<file path="src/pmd_pkg.sv">
package pmd_pkg;
  // ===================================================
  // register map (byte addresses)
  localparam logic [7:0]  OFS_CTRL   = 8'h00;
  localparam logic [7:0]  OFS_STATUS = 8'h04;
  localparam logic [7:0]  OFS_COUNT  = 8'h08;
  localparam logic [7:0]  OFS_SIGS   = 8'h0C;
  // control fields
  localparam int          CTRL_EN    = 0;
  localparam int          CTRL_CLR   = 1;
  localparam int          CTRL_SPEED = 2;
  localparam logic [2:0]  CTRL_RESET = 3'h1;
  // status fields
  localparam int          STAT_PANEL = 0;
  localparam int          STAT_GROUP = 2;
  localparam int          STAT_MON   = 4;
  localparam int          STAT_NEG   = 8;
  // bus answers
  localparam logic [1:0]  RESP_OKAY  = 2'h0;
  localparam logic [1:0]  RESP_DEC   = 2'h3;
  // ===================================================
  // timing
  localparam int unsigned HOLD_TIME_MS = 1000;
  localparam int unsigned CLK_KHZ      = 250000;
  localparam logic [5:0]  CONV_STEPS   = 6'h20;
  // ===================================================
  // monitor numbers shown on the selection screen
  localparam logic [11:0] MON_CODE_IN  = 12'h005;
  localparam logic [11:0] MON_CODE_OUT = 12'h006;
  localparam logic [11:0] MON_CODE_CNT = 12'h00D;
  // segment bits and glyphs, bit set means lit
  localparam int          SEG_B = 1;
  localparam int          SEG_C = 2;
  localparam int          SEG_E = 4;
  localparam int          SEG_F = 5;
  localparam logic [7:0]  GLYPH_U     = 8'h3E;
  localparam logic [7:0]  GLYPH_N     = 8'h54;
  localparam logic [7:0]  GLYPH_MINUS = 8'h40;
  localparam logic [7:0]  GLYPH_BLANK = 8'h00;
  // ===================================================
  // types
  typedef enum logic [1:0] {PANEL_STATUS, PANEL_SELECT, PANEL_VALUE} pmd_panel_t;
  typedef enum logic [1:0] {GROUP_LOWER, GROUP_MIDDLE, GROUP_UPPER} pmd_group_t;
  typedef enum logic [1:0] {MON_INPUT, MON_OUTPUT, MON_COUNT} pmd_mon_t;
  typedef enum logic [2:0] {REG_CTRL, REG_STATUS, REG_COUNT, REG_SIGS, REG_NONE} pmd_reg_t;
endpackage

</file>
<file path="src/pmd_conv_if.sv">
`timescale 1ns/1ps
// ===================================================
// binary to decimal converter hand-off
interface pmd_conv_if;
  logic        start;
  logic [31:0] magnitude;
  logic        done;
  logic [39:0] bcd;
  modport conv (input start, input magnitude, output done, output bcd);
  modport user (output start, output magnitude, input done, input bcd);
endinterface

</file>
<file path="src/pmd_bcd_conv.sv">
`timescale 1ns/1ps
// ===================================================
// shift-and-add-three converter, one bit per clock
module pmd_bcd_conv
  import pmd_pkg::*;
(
  // clock and reset
  input wire logic clock,
  input wire logic reset,
  // request and result
  pmd_conv_if.conv cv
);
  typedef struct packed {
    logic        busy;
    logic [5:0]  cnt;
    logic [31:0] bin;
    logic [39:0] work;
    logic [39:0] bcd;
    logic        done;
  } pmd_conv_state_t;

  pmd_conv_state_t s;
  pmd_conv_state_t next_s;
  logic [39:0]     adj;

  // digits of five or more get three added before the shift
  genvar i;
  for (i = 0; i < 10; i++) begin : g_adj
    assign adj[i*4 +: 4] = (s.work[i*4 +: 4] >= 4'h5) ? s.work[i*4 +: 4] + 4'h3 : s.work[i*4 +: 4];
  end

  // one conversion at a time; a start while busy is ignored
  always_comb begin
    next_s = s;
    next_s.done = 1'b0;
    if (!s.busy) begin
      if (cv.start) begin
        next_s.busy = 1'b1;
        next_s.cnt  = 6'h00;
        next_s.bin  = cv.magnitude;
        next_s.work = 40'h0;
      end
    end else begin
      next_s.work = {adj[38:0], s.bin[31]};
      next_s.bin  = {s.bin[30:0], 1'b0};
      if (s.cnt == CONV_STEPS - 6'h01) begin
        next_s.busy = 1'b0;
        next_s.done = 1'b1;
        next_s.bcd  = {adj[38:0], s.bin[31]};
      end else begin
        next_s.cnt = s.cnt + 6'h01;
      end
    end
  end

  // state register
  always_ff @(posedge clock) begin
    if (reset) begin
      s <= '0;
    end else begin
      s <= next_s;
    end
  end

  assign cv.done = s.done;
  assign cv.bcd  = s.bcd;
endmodule

</file>
<file path="src/pmd_panel.sv">
`timescale 1ns/1ps
// Contract
// - mode/set press opens the monitor selection screen
// - up and down keys step the selected monitor number
// - long data/shift hold on a 32-bit monitor shows lower four digits
// - data/shift press on lower group shows middle four digits
// - data/shift press on middle group shows upper two digits
// - data/shift press on upper group returns to lower four digits
// - long data/shift hold on a value returns to selection screen
// - count shown as signed decimal over the full 32-bit range
// - decrement below most negative wraps to most positive
// - increment above most positive wraps to most negative
// - input monitor shows present state of the eight inputs
// - input off lights the top segment of its position
// - input on lights the bottom segment of its position
// - input positions one to eight follow the factory allocation
// - open contact is off, shorted contact is on
// - output monitor shows present state of the eight outputs; speed match shows in position two only with CTRL_SPEED set
// - output off lights the top segment of its position
// - output on lights the bottom segment of its position
// - output positions one to seven follow allocation, eight reserved
// - transistor off reads off, conducting reads on
module pmd_panel
  import pmd_pkg::*;
#(
  parameter int unsigned HOLD_CYCLES = HOLD_TIME_MS * CLK_KHZ
)(
  // clock and reset
  input  wire logic        clock,
  input  wire logic        reset,
  // front panel keys, high while pressed
  input  wire logic        mode_key,
  input  wire logic        up_key,
  input  wire logic        down_key,
  input  wire logic        shift_key,
  // feedback pulses, one per count
  input  wire logic        feedback_pulse_up,
  input  wire logic        feedback_pulse_down,
  // input signals, high when the contact is shorted
  input  wire logic        servo_on_input,
  input  wire logic        proportional_control_input,
  input  wire logic        forward_overtravel_input,
  input  wire logic        reverse_overtravel_input,
  input  wire logic        fault_clear_input,
  input  wire logic        forward_current_limit_input,
  input  wire logic        reverse_current_limit_input,
  input  wire logic        encoder_data_request_input,
  // output signals, high while the transistor conducts
  input  wire logic        fault_output,
  input  wire logic        positioning_done_output,
  input  wire logic        speed_match_output,
  input  wire logic        rotation_detect_output,
  input  wire logic        servo_ready_output,
  input  wire logic        fault_code_bit1_output,
  input  wire logic        fault_code_bit2_output,
  input  wire logic        fault_code_bit3_output,
  // five characters, char 0 rightmost, bits a..g, dp
  output logic      [39:0] seg_out,
  // axi4-lite slave
  input  wire logic [7:0]  s_axi_awaddr,
  input  wire logic        s_axi_awvalid,
  output logic             s_axi_awready,
  input  wire logic [31:0] s_axi_wdata,
  input  wire logic [3:0]  s_axi_wstrb,
  input  wire logic        s_axi_wvalid,
  output logic             s_axi_wready,
  output logic      [1:0]  s_axi_bresp,
  output logic             s_axi_bvalid,
  input  wire logic        s_axi_bready,
  input  wire logic [7:0]  s_axi_araddr,
  input  wire logic        s_axi_arvalid,
  output logic             s_axi_arready,
  output logic      [31:0] s_axi_rdata,
  output logic      [1:0]  s_axi_rresp,
  output logic             s_axi_rvalid,
  input  wire logic        s_axi_rready
);
  typedef struct packed {
    pmd_panel_t  panel;
    pmd_group_t  group;
    pmd_mon_t    mon;
    logic [27:0] hold_cnt;
    logic        hold_fired;
    logic        shift_prev;
    logic        mode_prev;
    logic        up_prev;
    logic        down_prev;
    logic [31:0] count;
    logic        conv_start;
    logic        conv_busy;
    logic        conv_neg;
    logic [31:0] conv_mag;
    logic [39:0] bcd;
    logic        neg;
    logic [2:0]  ctrl;
    logic [39:0] seg;
    logic        aw_held;
    logic [7:0]  awaddr;
    logic        w_held;
    logic [31:0] wdata;
    logic        wstrb0;
    logic        awready;
    logic        wready;
    logic        bvalid;
    logic [1:0]  bresp;
    logic        arready;
    logic        rvalid;
    logic [31:0] rdata;
    logic [1:0]  rresp;
  } pmd_top_state_t;

  pmd_top_state_t s;
  pmd_top_state_t next_s;
  logic           mode_press;
  logic           up_press;
  logic           down_press;
  logic           short_ev;
  logic           long_ev;
  logic [7:0]     in_state;
  logic [7:0]     out_state;
  logic [39:0]    disp;
  pmd_conv_if     cv();

  // ===================================================
  // helpers
  function automatic pmd_reg_t reg_sel(input logic [7:0] addr);
    if (addr == OFS_CTRL) begin
      return REG_CTRL;
    end else if (addr == OFS_STATUS) begin
      return REG_STATUS;
    end else if (addr == OFS_COUNT) begin
      return REG_COUNT;
    end else if (addr == OFS_SIGS) begin
      return REG_SIGS;
    end else begin
      return REG_NONE;
    end
  endfunction

  function automatic logic [7:0] seg_hex(input logic [3:0] v);
    case (v)
      4'h0: return 8'h3F;
      4'h1: return 8'h06;
      4'h2: return 8'h5B;
      4'h3: return 8'h4F;
      4'h4: return 8'h66;
      4'h5: return 8'h6D;
      4'h6: return 8'h7D;
      4'h7: return 8'h07;
      4'h8: return 8'h7F;
      4'h9: return 8'h6F;
      4'hA: return 8'h77;
      4'hB: return 8'h7C;
      4'hC: return 8'h39;
      4'hD: return 8'h5E;
      4'hE: return 8'h79;
      default: return 8'h71;
    endcase
  endfunction

  // position p+1 sits in char p/2: odd positions right half, even left
  function automatic logic [39:0] sig_segs(input logic [7:0] on);
    logic [39:0] r;
    r = '0;
    for (int p = 0; p < 8; p++) begin
      if (p % 2 == 0) begin
        r[(p / 2) * 8 + (on[p] ? SEG_C : SEG_B)] = 1'b1;
      end else begin
        r[(p / 2) * 8 + (on[p] ? SEG_E : SEG_F)] = 1'b1;
      end
    end
    return r;
  endfunction

  // ===================================================
  // signal gathering; a high pin is the on state
  assign in_state  = {encoder_data_request_input, reverse_current_limit_input,
                      forward_current_limit_input, fault_clear_input, reverse_overtravel_input,
                      forward_overtravel_input, proportional_control_input, servo_on_input};
  assign out_state = {1'b0, fault_code_bit3_output, fault_code_bit2_output,
                      fault_code_bit1_output, servo_ready_output, rotation_detect_output,
                      s.ctrl[CTRL_SPEED] ? speed_match_output : positioning_done_output,
                      fault_output};

  // key edges; keys arrive synchronous to the clock
  assign mode_press = mode_key && !s.mode_prev;
  assign up_press   = up_key && !s.up_prev;
  assign down_press = down_key && !s.down_prev;

  // display image built from present state, registered below
  always_comb begin
    disp = {5{GLYPH_BLANK}};
    if (s.ctrl[CTRL_EN]) begin
      case (s.panel)
        PANEL_SELECT: begin
          disp = {GLYPH_U, GLYPH_N, seg_hex(4'h0), seg_hex(4'h0), seg_hex(4'h0)};
          case (s.mon)
            MON_INPUT:  disp[23:0] = {seg_hex(MON_CODE_IN[11:8]), seg_hex(MON_CODE_IN[7:4]),
                                      seg_hex(MON_CODE_IN[3:0])};
            MON_OUTPUT: disp[23:0] = {seg_hex(MON_CODE_OUT[11:8]), seg_hex(MON_CODE_OUT[7:4]),
                                      seg_hex(MON_CODE_OUT[3:0])};
            default:    disp[23:0] = {seg_hex(MON_CODE_CNT[11:8]), seg_hex(MON_CODE_CNT[7:4]),
                                      seg_hex(MON_CODE_CNT[3:0])};
          endcase
        end
        PANEL_VALUE: begin
          case (s.mon)
            MON_INPUT:  disp = sig_segs(in_state);
            MON_OUTPUT: disp = sig_segs(out_state);
            default: begin
              case (s.group)
                GROUP_LOWER:  disp[31:0] = {seg_hex(s.bcd[15:12]), seg_hex(s.bcd[11:8]),
                                            seg_hex(s.bcd[7:4]), seg_hex(s.bcd[3:0])};
                GROUP_MIDDLE: disp[31:0] = {seg_hex(s.bcd[31:28]), seg_hex(s.bcd[27:24]),
                                            seg_hex(s.bcd[23:20]), seg_hex(s.bcd[19:16])};
                default:      disp = {s.neg ? GLYPH_MINUS : GLYPH_BLANK, GLYPH_BLANK,
                                      GLYPH_BLANK, seg_hex(s.bcd[39:36]), seg_hex(s.bcd[35:32])};
              endcase
            end
          endcase
        end
        default: disp = {5{GLYPH_BLANK}};
      endcase
    end
  end

  // ===================================================
  // next state
  always_comb begin
    next_s = s;
    short_ev = 1'b0;
    long_ev = 1'b0;
    next_s.mode_prev  = mode_key;
    next_s.up_prev    = up_key;
    next_s.down_prev  = down_key;
    next_s.shift_prev = shift_key;
    next_s.seg        = disp;
    next_s.conv_start = 1'b0;

    // long hold fires once per press; release before it is a short press
    if (shift_key) begin
      if (!s.hold_fired) begin
        if (s.hold_cnt == 28'(HOLD_CYCLES - 1)) begin
          long_ev = 1'b1;
          next_s.hold_fired = 1'b1;
        end else begin
          next_s.hold_cnt = s.hold_cnt + 28'h1;
        end
      end
    end else begin
      short_ev = s.shift_prev && !s.hold_fired;
      next_s.hold_cnt = 28'h0;
      next_s.hold_fired = 1'b0;
    end

    // panel sequence; mode key wins over every other key
    if (mode_press) begin
      next_s.panel = PANEL_SELECT;
    end else begin
      case (s.panel)
        PANEL_SELECT: begin
          if (long_ev) begin
            next_s.panel = PANEL_VALUE;
            next_s.group = GROUP_LOWER;
          end else if (up_press && !down_press) begin
            next_s.mon = (s.mon == MON_COUNT) ? MON_INPUT : pmd_mon_t'(s.mon + 2'h1);
          end else if (down_press && !up_press) begin
            next_s.mon = (s.mon == MON_INPUT) ? MON_COUNT : pmd_mon_t'(s.mon - 2'h1);
          end
        end
        PANEL_VALUE: begin
          if (long_ev) begin
            next_s.panel = PANEL_SELECT;
          end else if (short_ev && s.mon == MON_COUNT) begin
            case (s.group)
              GROUP_LOWER:  next_s.group = GROUP_MIDDLE;
              GROUP_MIDDLE: next_s.group = GROUP_UPPER;
              default:      next_s.group = GROUP_LOWER;
            endcase
          end
        end
        default: next_s.panel = PANEL_STATUS;
      endcase
    end

    // counter wraps at the 32-bit signed limits by plain two's complement
    if (feedback_pulse_up && !feedback_pulse_down) begin
      next_s.count = s.count + 32'h1;
    end else if (feedback_pulse_down && !feedback_pulse_up) begin
      next_s.count = s.count - 32'h1;
    end

    // restart conversion as soon as the last one lands, so the shown value tracks the count
    if (cv.done) begin
      next_s.bcd = cv.bcd;
      next_s.neg = s.conv_neg;
      next_s.conv_busy = 1'b0;
    end else if (!s.conv_busy) begin
      next_s.conv_start = 1'b1;
      next_s.conv_busy = 1'b1;
      next_s.conv_neg = s.count[31];
      next_s.conv_mag = s.count[31] ? ~s.count + 32'h1 : s.count;
    end

    // write channel: address and data taken in either order
    if (s_axi_awvalid && s.awready) begin
      next_s.aw_held = 1'b1;
      next_s.awaddr  = s_axi_awaddr;
    end
    if (s_axi_wvalid && s.wready) begin
      next_s.w_held = 1'b1;
      next_s.wdata  = s_axi_wdata;
      next_s.wstrb0 = s_axi_wstrb[0];
    end
    if (s.aw_held && s.w_held && !s.bvalid) begin
      next_s.aw_held = 1'b0;
      next_s.w_held  = 1'b0;
      next_s.bvalid  = 1'b1;
      next_s.bresp   = RESP_OKAY;
      case (reg_sel(s.awaddr))
        REG_CTRL: begin
          if (s.wstrb0) begin
            next_s.ctrl = s.wdata[2:0] & 3'h5;
            if (s.wdata[CTRL_CLR]) begin
              next_s.count = 32'h0; // clear beats a same-cycle pulse
            end
          end
        end
        REG_NONE: next_s.bresp = RESP_DEC;
        default:  next_s.bresp = RESP_OKAY;
      endcase
    end
    if (s.bvalid && s_axi_bready) begin
      next_s.bvalid = 1'b0;
    end
    next_s.awready = !next_s.aw_held && !next_s.bvalid;
    next_s.wready  = !next_s.w_held && !next_s.bvalid;

    // read channel: one read in flight
    if (s_axi_arvalid && s.arready) begin
      next_s.rvalid = 1'b1;
      next_s.rresp  = RESP_OKAY;
      next_s.rdata  = 32'h0;
      case (reg_sel(s_axi_araddr))
        REG_CTRL:   next_s.rdata[2:0] = s.ctrl;
        REG_STATUS: begin
          next_s.rdata[STAT_PANEL +: 2] = s.panel;
          next_s.rdata[STAT_GROUP +: 2] = s.group;
          next_s.rdata[STAT_MON +: 2]   = s.mon;
          next_s.rdata[STAT_NEG]        = s.count[31];
        end
        REG_COUNT:  next_s.rdata = s.count;
        REG_SIGS:   next_s.rdata[15:0] = {out_state, in_state};
        default:    next_s.rresp = RESP_DEC;
      endcase
    end else if (s.rvalid && s_axi_rready) begin
      next_s.rvalid = 1'b0;
    end
    next_s.arready = !next_s.rvalid;
  end

  // state register
  always_ff @(posedge clock) begin
    if (reset) begin
      s <= '0;
      s.ctrl <= CTRL_RESET;
    end else begin
      s <= next_s;
    end
  end

  // ===================================================
  // converter and outputs
  assign cv.start     = s.conv_start;
  assign cv.magnitude = s.conv_mag;

  pmd_bcd_conv u_conv (
    .clock (clock),
    .reset (reset),
    .cv    (cv.conv)
  );

  assign seg_out       = s.seg;
  assign s_axi_awready = s.awready;
  assign s_axi_wready  = s.wready;
  assign s_axi_bvalid  = s.bvalid;
  assign s_axi_bresp   = s.bresp;
  assign s_axi_arready = s.arready;
  assign s_axi_rvalid  = s.rvalid;
  assign s_axi_rdata   = s.rdata;
  assign s_axi_rresp   = s.rresp;
endmodule

</file>
<file path="config.mk">
export PLATFORM = sky130hd
export DESIGN_NAME = pmd_panel
export DESIGN_NICKNAME = d
export VERILOG_FILES = /design/src/pmd_pkg.sv /design/src/pmd_conv_if.sv /design/src/pmd_bcd_conv.sv /design/src/pmd_panel.sv
export SDC_FILE = /design/constraint.sdc
export NUM_CORES = 1
export LEC_CHECK = 0
export BUFFER_PORTS_ARGS = -buffer_cell sky130_fd_sc_hd__buf_2
export CAP_MARGIN = 5
export CORE_MARGIN = 8
export CORE_UTILIZATION = 60
export CTS_CLUSTER_SIZE = 16
export DETAILED_ROUTE_END_ITERATION = 8
export PLACE_DENSITY = 0.78
export SYNTH_ARGS = -nofsm -noshare
export SYNTH_HDL_FRONTEND = slang
export SYNTH_SLANG_ARGS = --single-unit
</file>
<file path="constraint.sdc">
create_clock -name clock -period 3.55 [get_ports clock]
set_input_delay 0.355 -clock clock [delete_from_list [all_inputs] [get_ports clock]]
set_output_delay 0.355 -clock clock [all_outputs]
set_load 0.05 [all_outputs]
</file>
==> flow_metrics.tcl, run 1 <==
set metrics [dict create \
    grt_use_total_pct 23.6 \
    wl_met1_um 22700 \
    wl_met2_um 23000 \
    crit_type "flip-flop to flip-flop" \
    cts-htree-levels 2 \
    ys_types 67 \
    vias 17500 \
    fin_crit_ns 2.91 \
    first_global_vias 16400 \
    cellPowerDensity_nw_per_um2 486 \
    synth_area_sq_um 21000 \
    mostFrequentLayoutCell "dfxtp_1" \
    cts_buffer_depth 3 \
    pin_count 162 \
    gp_congestion 0.930 \
    hold_viol 0 \
    met3_length_um 3380 \
    die_w_um 203 \
    fmax_mhz 344 \
    rsz0062_at_grt "no" \
    fillers 2833 \
    ctsResizeCount 0 \
    crit_fanout 16 \
    clk_pin_slew_ns 0.07 \
    layout_common_cells "dfxtp_1, nor2_1, nand2_1" \
    synthArstFlopShare_pct 0 \
    cts_made_buffers 44 \
    synthCells 2520 \
    grt_max_degree 138 \
    ys.flop_type "dfxtp_1" \
    diodes 0 \
    cp_cell_sequence "inv_1 -> ha_1 -> or4b_1 -> or4_4 -> or4_1 -> a21oi_1 -> nor3b_2" \
    rows 68 \
    crit_path_end_kind "flip-flop" \
    drt_iter0_drc 1373 \
    hold_buffers 0 \
    status "finished, final reports clean" \
    wl_um 50200 \
    drv_cap 0 \
    antenna_found_initial 0 \
    via_per_inst 5.88 \
    period_share_pct 81.8 \
    hold_class "primary input to flip-flop" \
    die-area_sq_um 41200 \
    port_buffers 123 \
    clk_latency_ns 0.55 \
    leakage_uw 0.00867 \
    fin_skew_ns 0.0141 \
    area_growth_pct 8.74 \
    multiInputGateArea_sq_um 10900 \
    grt_pass1_wl_um 82600 \
    hold_ws_ns 0.0363 \
    slowest_delay_ns 0.60 \
    clkSinkCount 422 \
    dp_hpwl_um 35800 \
    drcViolationCount 0 \
    nets 2667 \
    worstPathArrival_ns 3.31 \
    finalSetupTns_ns 0 \
    root_buffer "clkbuf_16" \
    seq_area_frac_synth_pct 40.3 \
    ff_latch_area_sq_um 8460 \
    critPathLaunchType "flip-flop" \
    ant_nets 0 \
    yosysWarnings 0 \
    worstMarginPinSlew_ns 1.14 \
    core_area_sq_um 34500 \
    synth_edf_count 0 \
    initial_utilization_pct 60.8 \
    first_pass_iters 8 \
    wl_per_cell_um 16.9 \
    ir_drop_mv 0.408 \
    synth-seq-cells 422 \
    setup-violations-final 0 \
    syn_avg_cell_area_sq_um 8.32 \
    grt_overflow 0 \
    post_cts.repair.setup_buffers 0 \
    max_slew_margin_pct 23.6 \
    slowest_stage "or4_4" \
    die_h_um 203 \
    final_layout_size_suffix_gt1_share_pct 11.4 \
    crit_required_ns 3.95 \
    final_max_slew_viol_count 0 \
    top_layer_used "met4" \
    cts_tree "done" \
]
## final cells by class
cell class / count / share of cell area [%]
inverter: 108 / 1.78
clock buffer: 61 / 5.65
timing repair buffer: 151 / 3.78
clock inverter: 21 / 1.28
sequential: 422 / 37.1
tap: 455 / 2.50
multi-input combinational: 1759 / 47.9
## worst paths after layout
kind / start / end / slack, ns / cells past startpoint
worst max-delay path: s[203]$_SDFF_PP0_ / s[231]$_SDFF_PP0_ / 0.64 / 7
worst min-delay path: down_key / s[235]$_SDFF_PP0_ / 0.04 / 2
worst max register to register: s[203]$_SDFF_PP0_ / s[231]$_SDFF_PP0_ / 0.64 / 7
worst min register to register: u_conv.cv.bcd[32]$_SDFFE_PP0P_ / u_conv.cv.bcd[32]$_SDFFE_PP0P_ / 0.45 / 2
## cells by family (layout without fill, tap and decap cells)
kind of cell,after synthesis,after routing,synth area share [%]
compound gates,489,489,14.2
xor+xnor,72,72,3.01
fa+ha+maj,100,100,5.97
buf+inv,344,341,7.74
flops,422,422,40.3
mux,146,146,7.77
other cells,1,6,0.0179
simple gates,946,946,21.0
## synth_stat cells (10+ instances only)
cell      instances  area [sq um]
nor2_1          358          1340
nor3_1           81           405
o22ai_1          14          87.6
a211oi_1         32           240
nor2b_1          10          62.6
inv_1            99           372
buf_1            21          78.8
nand4_1          23           144
dfxtp_1         422          8450
xor2_1           24           210
or3_1            27           169
nor4_1           32           200
a21oi_1         226          1130
mux2i_1         121          1210
nor3b_1          18           135
nand3_1          43           215
nand2b_1         31           194
xnor2_1          48           420
nand2_1         241           905
a311oi_1         14           123
buf_4            78           586
and2_1           14          87.6
mux2_2           13           146
buf_2            12          60.1
ha_1            100          1250
or4_1            15           113
a221oi_1         11          96.3
mux4_2           12           270
o21ai_0          85           425
clkbuf_1        121           454
a22oi_1          39           293
a21o_1           11          82.6
or2_2            19           119
## per-layer routing
layer	global-route usage [%]	vias to the layer above
met4	7.02	0
met1	32.2	8259
met3	3.44	90
li1	-	8569
met5	0	-
met2	38.2	575
## where the power goes
part / total (uW) / switching (uW) / internal [uW]
Sequential: 5020 / 176 / 4840
Combinational: 1110 / 711 / 397
Clock: 4950 / 1900 / 3050
Total: 11100 / 2790 / 8290
## critical path, delay by kind of cell, from the launching register on
kind                     cells  cell delay, ns
AND/OR/NAND/NOR              4            1.79
buffers and inverters        1            0.13
AO/OA/AOI/OAI                1            0.19
adder cells (fa/ha/maj)      1            0.26
flip-flops                   1            0.37
## stage by stage
stage | setup WS (ns) | util, % | area, sq um | power, uW | instances
global route | 0.431 | 66.2 | 22800 | 11500 | 2977
detailed placement | 0.714 | 61.6 | 21200 | 6200 | 2895
CTS | 0.681 | 66.2 | 22800 | 11100 | 2977
global placement | 0.782 | 61.6 | 21200 | 6180 | 2895
floorplan | 0.865 | - | 21000 | 5920 | 2525
finish | 0.645 | 66.2 | 22800 | 11100 | 2977
No activity file was read; power rests on OpenSTA's default activity.
==> inputs of run 2 (changes only) <==
- clock period: 3.55 -> 2.8 ns (I/O delays scaled with it)
==> run 2 against run 1 <==
  * Hold slack worse by 0.018 ns
  * Power is 24% higher
  * Sequential power is 25% higher
  * Critical path type unchanged
==> flow_metrics.tcl, run 2 (synthesis gave the netlist of run 1 again) <==
set metrics [dict create \
    die_h_um 203 \
    crit_type "flip-flop to flip-flop" \
    p_sw_share_pct 25.9 \
    rsz0062_at_grt "no" \
    r2r_cells 7 \
    layout_common_cells "dfxtp_1, nor2_1, nand2_1" \
    crit_path_end_kind "flip-flop" \
    ir_drop_mv 0.586 \
    final_max_slew_viol_count 0 \
    grt_pass1_wl_um 84100 \
    cell_internal_pwr_uw 10100 \
    fin_skew_ns 0.0274 \
    nets 2716 \
    max_slew_margin_pct 21.0 \
    antenna_found_initial 1 \
    grt_overflow 0 \
    ant_nets 0 \
    total_power_uw 13700 \
    via_per_inst 5.86 \
    fmax_mhz 383 \
    r2r_start "s[204]$_SDFF_PP0_" \
    first_pass_iters 7 \
    fin_crit_ns 2.61 \
    final_cells 3022 \
    fin_ws_ns 0.187 \
    final_util_pct 66.9 \
    hold_viol 0 \
    area_growth_pct 10.0 \
    initial_utilization_pct 60.8 \
    dp_slack_ns 0.257 \
    gp_congestion 0.898 \
    wl_per_cell_um 17.2 \
    dp_hpwl_um 37000 \
    worstPathArrival_ns 3.05 \
    crit_required_ns 3.24 \
    final_layout_size_suffix_gt1_share_pct 12.3 \
    die-area_sq_um 41200 \
    diodes 0 \
    clkSinkCount 422 \
    setup-violations-final 0 \
    cts_buffer_depth 3 \
    grt_use_total_pct 24.3 \
    mostFrequentLayoutCell "dfxtp_1" \
    pin_count 162 \
    drt_iter0_drc 1315 \
    drcViolationCount 0 \
    core_area_sq_um 34500 \
    placed_cells_incl_taps 2930 \
    die_w_um 203 \
    cts_made_buffers 45 \
    finalSetupTns_ns 0 \
    vias 17700 \
    critPathLaunch "s[204]$_SDFF_PP0_" \
    period_share_pct 93.3 \
    first_global_vias 16900 \
    cts-htree-levels 2 \
    clk_latency_ns 0.58 \
    rows 68 \
    status "finished, final reports clean" \
    seqPwrFrac_pct 45.9 \
    worstReg2RegEnd "s[231]$_SDFF_PP0_" \
    post_cts.repair.setup_buffers 0 \
    grt_max_degree 98 \
    power_frac_comb_pct 11.5 \
    leakage_uw 0.00884 \
    crit_fanout 12 \
    rrSetupSlack_ns 0.19 \
    critPathLaunchType "flip-flop" \
    p_clk_share_pct 42.5 \
    hold_class "primary input to flip-flop" \
    drv_cap 0 \
    port_buffers 123 \
    cellPowerDensity_nw_per_um2 594 \
    root_buffer "clkbuf_16" \
    cts_tree "done" \
    worstMarginPinSlew_ns 1.18 \
    worstSetupEndpoint "s[231]$_SDFF_PP0_" \
    clk_pin_slew_ns 0.06 \
    wl_um 51900 \
    switchingPower_uw 3550 \
]
## run 2: worst min path at each step
stage | startpoint | to | slack (ns) | depth (start not counted)
global route | s_axi_wdata[1] | s[43]$_SDFFE_PP0P_ | 0.01 | 3
finish | s_axi_wdata[2] | s[44]$_SDFFE_PP0P_ | 0.02 | 3
floorplan | down_key | s[235]$_SDFF_PP0_ | 0.41 | 1
detailed placement | s[41]$_SDFFE_PP0P_ | s[41]$_SDFFE_PP0P_ | 0.44 | 2
global placement | s[83]$_SDFF_PP0_ | s_axi_awready$_SDFF_PP0_ | 0.44 | 1
CTS | s_axi_bready | s_axi_bvalid$_SDFF_PP0_ | 0.002 | 4
## run 2: routing by layer
layer	global-route usage, %	wire [um]	up-vias
li1	-	-	8630
met1	32.2	23300	8381
met2	39.3	23500	575
met3	4.35	3530	119
met4	8.57	1540	0
met5	0	0	-
## run 2: timing repair
item / CTS / global route
hold buffers: 13 / 0
endpoints found under the setup margin: 0 / 1
resized for setup: 0 / 1
hold endpoints to repair: 13 / 0
## run 2: area by class of cell
class | count | area (sq um)
Multi-Input combinational cell | 1759 | 10900
Timing Repair Buffer | 199 | 1270
Inverter | 108 | 405
Sequential cell | 422 | 8460
Clock buffer | 66 | 1310
Fill cell | 2824 | 11400
Tap cell | 455 | 569
Clock inverter | 13 | 138
## run 2: per-stage QoR
stage	hold WS, ns	area [sq um]
after CTS	0.00155	23100
after global placement	0.440	21500
after floorplan	0.408	21000
after detailed placement	0.445	21500
final	0.0186	23100
after global routing	0.0134	23100
## run 2: power by group through the flow
stage | logic (uW) | clock network (uW) | registers, uW
final | 1580 | 5830 | 6290
after global routing | 1720 | 6160 | 6300
after CTS | 1560 | 5920 | 6290
after detailed placement | 1540 | 0 | 6420
after global placement | 1510 | 0 | 6410
after floorplan | 1150 | 0 | 6350
## run 2: worst max-delay path, stage by stage, from the launching register on
cell and delay, ns:
dfxtp_1 0.31, inv_1 0.09, ha_1 0.25, or4b_1 0.49, or4_4 0.56, or4_1 0.54, a21oi_1 0.17, nor3b_2 0.06
==> inputs of run 3 (changes only) <==
- ABC_AREA: unset -> 1
- CTS_BUF_LIST: unset -> sky130_fd_sc_hd__clkbuf_2
- PLACE_DENSITY: 0.78 -> 0.77
==> run 3 against run 2 <==
  * Die area up 5.6%
  * Critical path type is now primary input to flip-flop
  * Critical path depth is 7 higher
  * Highest routed layer unchanged
  * Largest power group unchanged
  * Via count up 23%
  * Clock power shrank 28%
  * Flip-flop and latch count stayed put
  * Cell count is 30% higher
==> flow_metrics.tcl, run 3 <==
set metrics [dict create \
    status "finished, final reports clean" \
    period_share_pct 95.2 \
    r2r_start "s[269]$_SDFFE_PP0P_" \
    setup-violations-final 0 \
    path_depth 14 \
    synth-seq-cells 422 \
    total_power_uw 12100 \
    die_w_um 209 \
    drv_cap 0 \
    hold_class "primary input to flip-flop" \
    crit_path_end_kind "flip-flop" \
    rows 70 \
    synth_top_area_cell "dfxtp_1" \
    fmax_mhz 375 \
    final_util_pct 67.5 \
    slowest_delay_ns 0.59 \
    ys.flop_type "dfxtp_1" \
    cts_made_buffers 107 \
    crit_path_frequent_cell "dlygate4sd3_1" \
    pin_count 162 \
    synth_area_leaders "dfxtp_1, nand2_1, nor2_1" \
    antenna_found_initial 4 \
    switchingPower_uw 3820 \
    synth_commonest_cells "nand2_1, dfxtp_1, nor2_1" \
    via_per_inst 5.55 \
    wl_um 65100 \
    root_buffer "clkbuf_2" \
    min_from "encoder_data_request_input" \
    critPathBufInv 8 \
    vias 21700 \
    synth_edf_count 0 \
    grt_max_degree 77 \
    fin_crit_ns 2.67 \
    hold_ws_ns 0.177 \
    ys_types 52 \
    worstReg2RegEnd "seg_out[9]$_SDFF_PP0_" \
    crit_required_ns 3.75 \
    crit_type "primary input to flip-flop" \
    die-area_sq_um 43500 \
    grt_use_total_pct 29.0 \
    wl_per_cell_um 16.6 \
    die_h_um 209 \
    layout_common_cells "nand2_1, dfxtp_1, nor2_1" \
    power_frac_comb_pct 13.5 \
    dp_hpwl_um 45100 \
    fin_skew_ns 0.0729 \
    synth_most_common_cell "nand2_1" \
    whs_endpoint "seg_out[29]$_SDFF_PP0_" \
    cts_buffer_depth 3 \
    r2r_cells 7 \
    clkSinkCount 422 \
    cts-htree-levels 3 \
    area_growth_pct 10.9 \
    seq_area_frac_synth_pct 38.0 \
    cellPowerDensity_nw_per_um2 490 \
    core_area_sq_um 36500 \
    p_clk_share_pct 34.7 \
    nets 3546 \
    first_global_vias 21100 \
    drt_iter0_drc 1828 \
    final_max_slew_viol_count 0 \
    cell_internal_pwr_uw 8250 \
    gp_congestion 0.967 \
    max_slew_margin_pct 34.3 \
    ir_drop_mv 0.318 \
    worstMarginPinSlew_ns 0.985 \
    hold_viol 0 \
    port_buffers 123 \
    cts_tree "done" \
    hold_depth 5 \
    finalSetupTns_ns 0 \
    clk_latency_ns 1.09 \
    seqPwrFrac_pct 51.8 \
    syn_avg_cell_area_sq_um 6.99 \
    first_pass_iters 7 \
    rsz0062_at_grt "no" \
    slowest_stage "dlygate4sd3_1" \
    synthArstFlopShare_pct 0 \
    path_delay_family "buffers and inverters" \
    fillers 3246 \
    crit_fanout 10 \
    grt_overflow 0 \
    grt_pass1_wl_um 105000 \
    synth_area_sq_um 22200 \
    final_layout_size_suffix_gt1_share_pct 12.5 \
    mostFrequentLayoutCell "nand2_1" \
    critPathLaunchType "primary input" \
    worstPathArrival_ns 3.61 \
    initial_utilization_pct 60.9 \
    yosysWarnings 0 \
    rrSetupSlack_ns 0.19 \
    synth_top_area_share_pct 38.0 \
    p_sw_share_pct 31.7 \
    drcViolationCount 0 \
    clk_pin_slew_ns 0.11 \
    leakage_uw 0.0109 \
    cp_cell_sequence "dlygate4sd3_1 -> buf_2 -> nor2_1 -> dlygate4sd3_1 -> nand2_2 -> clkinvlp_4 -> nand2_4 -> inv_1 -> nand2_1 -> o21ai_0 -> dlygate4sd3_1 -> o21ai_0 -> dlygate4sd3_1 -> inv_1" \
    synthCells 3183 \
    ant_nets 0 \
]
[run 3: cell count changes in the layout (fill, tap and decap cells not counted), sizes merged, moves of 30 or more]
cell,delta
o21ai,+167
nand2,+468
xnor2,-47
nand3,+174
dlygate4sd3,+89
nor2,+58
a22oi,-37
nand2b,-31
mux2i,-120
o22ai,+30
inv,+241
clkbuf,+81
[run 3: kinds of logic (layout without fill, tap and decap cells)]
| logic type | after synthesis | after routing | synth area share, % |
|---|---|---|---|
| flip-flops | 422 | 422 | 38.0 |
| XOR/XNOR | 45 | 45 | 1.77 |
| buffers and inverters | 550 | 805 | 11.4 |
| other | 1 | 11 | 0.0169 |
| adder cells (fa/ha/maj) | 100 | 100 | 5.63 |
| multiplexers | 1 | 1 | 0.0450 |
| AO/OA/AOI/OAI | 600 | 600 | 14.8 |
| AND/OR/NAND/NOR | 1464 | 1464 | 28.3 |
[run 3: per-stage QoR]
stage	cells	setup WS, ns	cell area (sq um)
2_1_floorplan	3188	0.847	22300
3_3_place_gp	3619	0.591	22600
3_5_place_dp	3619	0.464	22600
4_1_cts	3909	0.141	24600
5_1_grt	3913	0.0304	24700
6_report	3916	0.134	24700
[run 3: layer usage]
metal	vias to the layer above	share of wire (%)	GRT usage, %
li1	10700	-	-
met1	9993	39	32.6
met2	830	49	51.3
met3	261	6.1	5.14
met4	0	5.4	16.3
met5	-	0	0
[run 3: timing repair]
item                                    in CTS  in global routing
endpoints found under the hold margin      221                  0
gates resized for setup                      0                  4
setup buffers                                0                  3
hold buffers                               103                  0
endpoints found under the setup margin       0                  2
[run 3: worst max path at each step]
stage                                         start                            to  slack, ns
after detailed placement                      reset         seg_out[6]$_SDFF_PP0_       0.46
after global routing                s_axi_araddr[6]  s_axi_rdata[14]$_SDFFE_PP0P_       0.03
after global placement                        reset                     flip-flop       0.59
after floorplan           u_conv.cv.done$_SDFF_PP0_                     flip-flop       0.85
after CTS                           s_axi_araddr[6]  s_axi_rdata[14]$_SDFFE_PP0P_       0.14
final                               s_axi_araddr[6]  s_axi_rdata[14]$_SDFFE_PP0P_       0.13
[run 3: cell type report]
class	instances	area (sq um)	area share, %
multi-input combinational	2216	11300	45.8
sequential	422	8450	34.3
timing repair buffer	275	2060	8.34
inverter	343	1300	5.26
clock buffer	147	736	2.98
tap	468	586	2.37
clock inverter	40	226	0.918
antenna	5	12.5	0.0507
[run 3: tightest hold or removal path, cell delays in order]
cell	delay (ns)
dlygate4sd3_1	0.53
buf_2	0.15
nand2_1	0.08
nor2_1	0.11
nor3_1	0.07
[run 3: power by group through the flow]
| stage | Combinational (uW) | Sequential, uW | Clock, uW |
|---|---|---|---|
| after floorplan | 1100 | 6330 | 0 |
| after global placement | 1440 | 6380 | 0 |
| after detailed placement | 1450 | 6390 | 0 |
| after CTS | 1580 | 6250 | 4290 |
| after global routing | 1770 | 6270 | 4600 |
| final | 1630 | 6250 | 4200 |
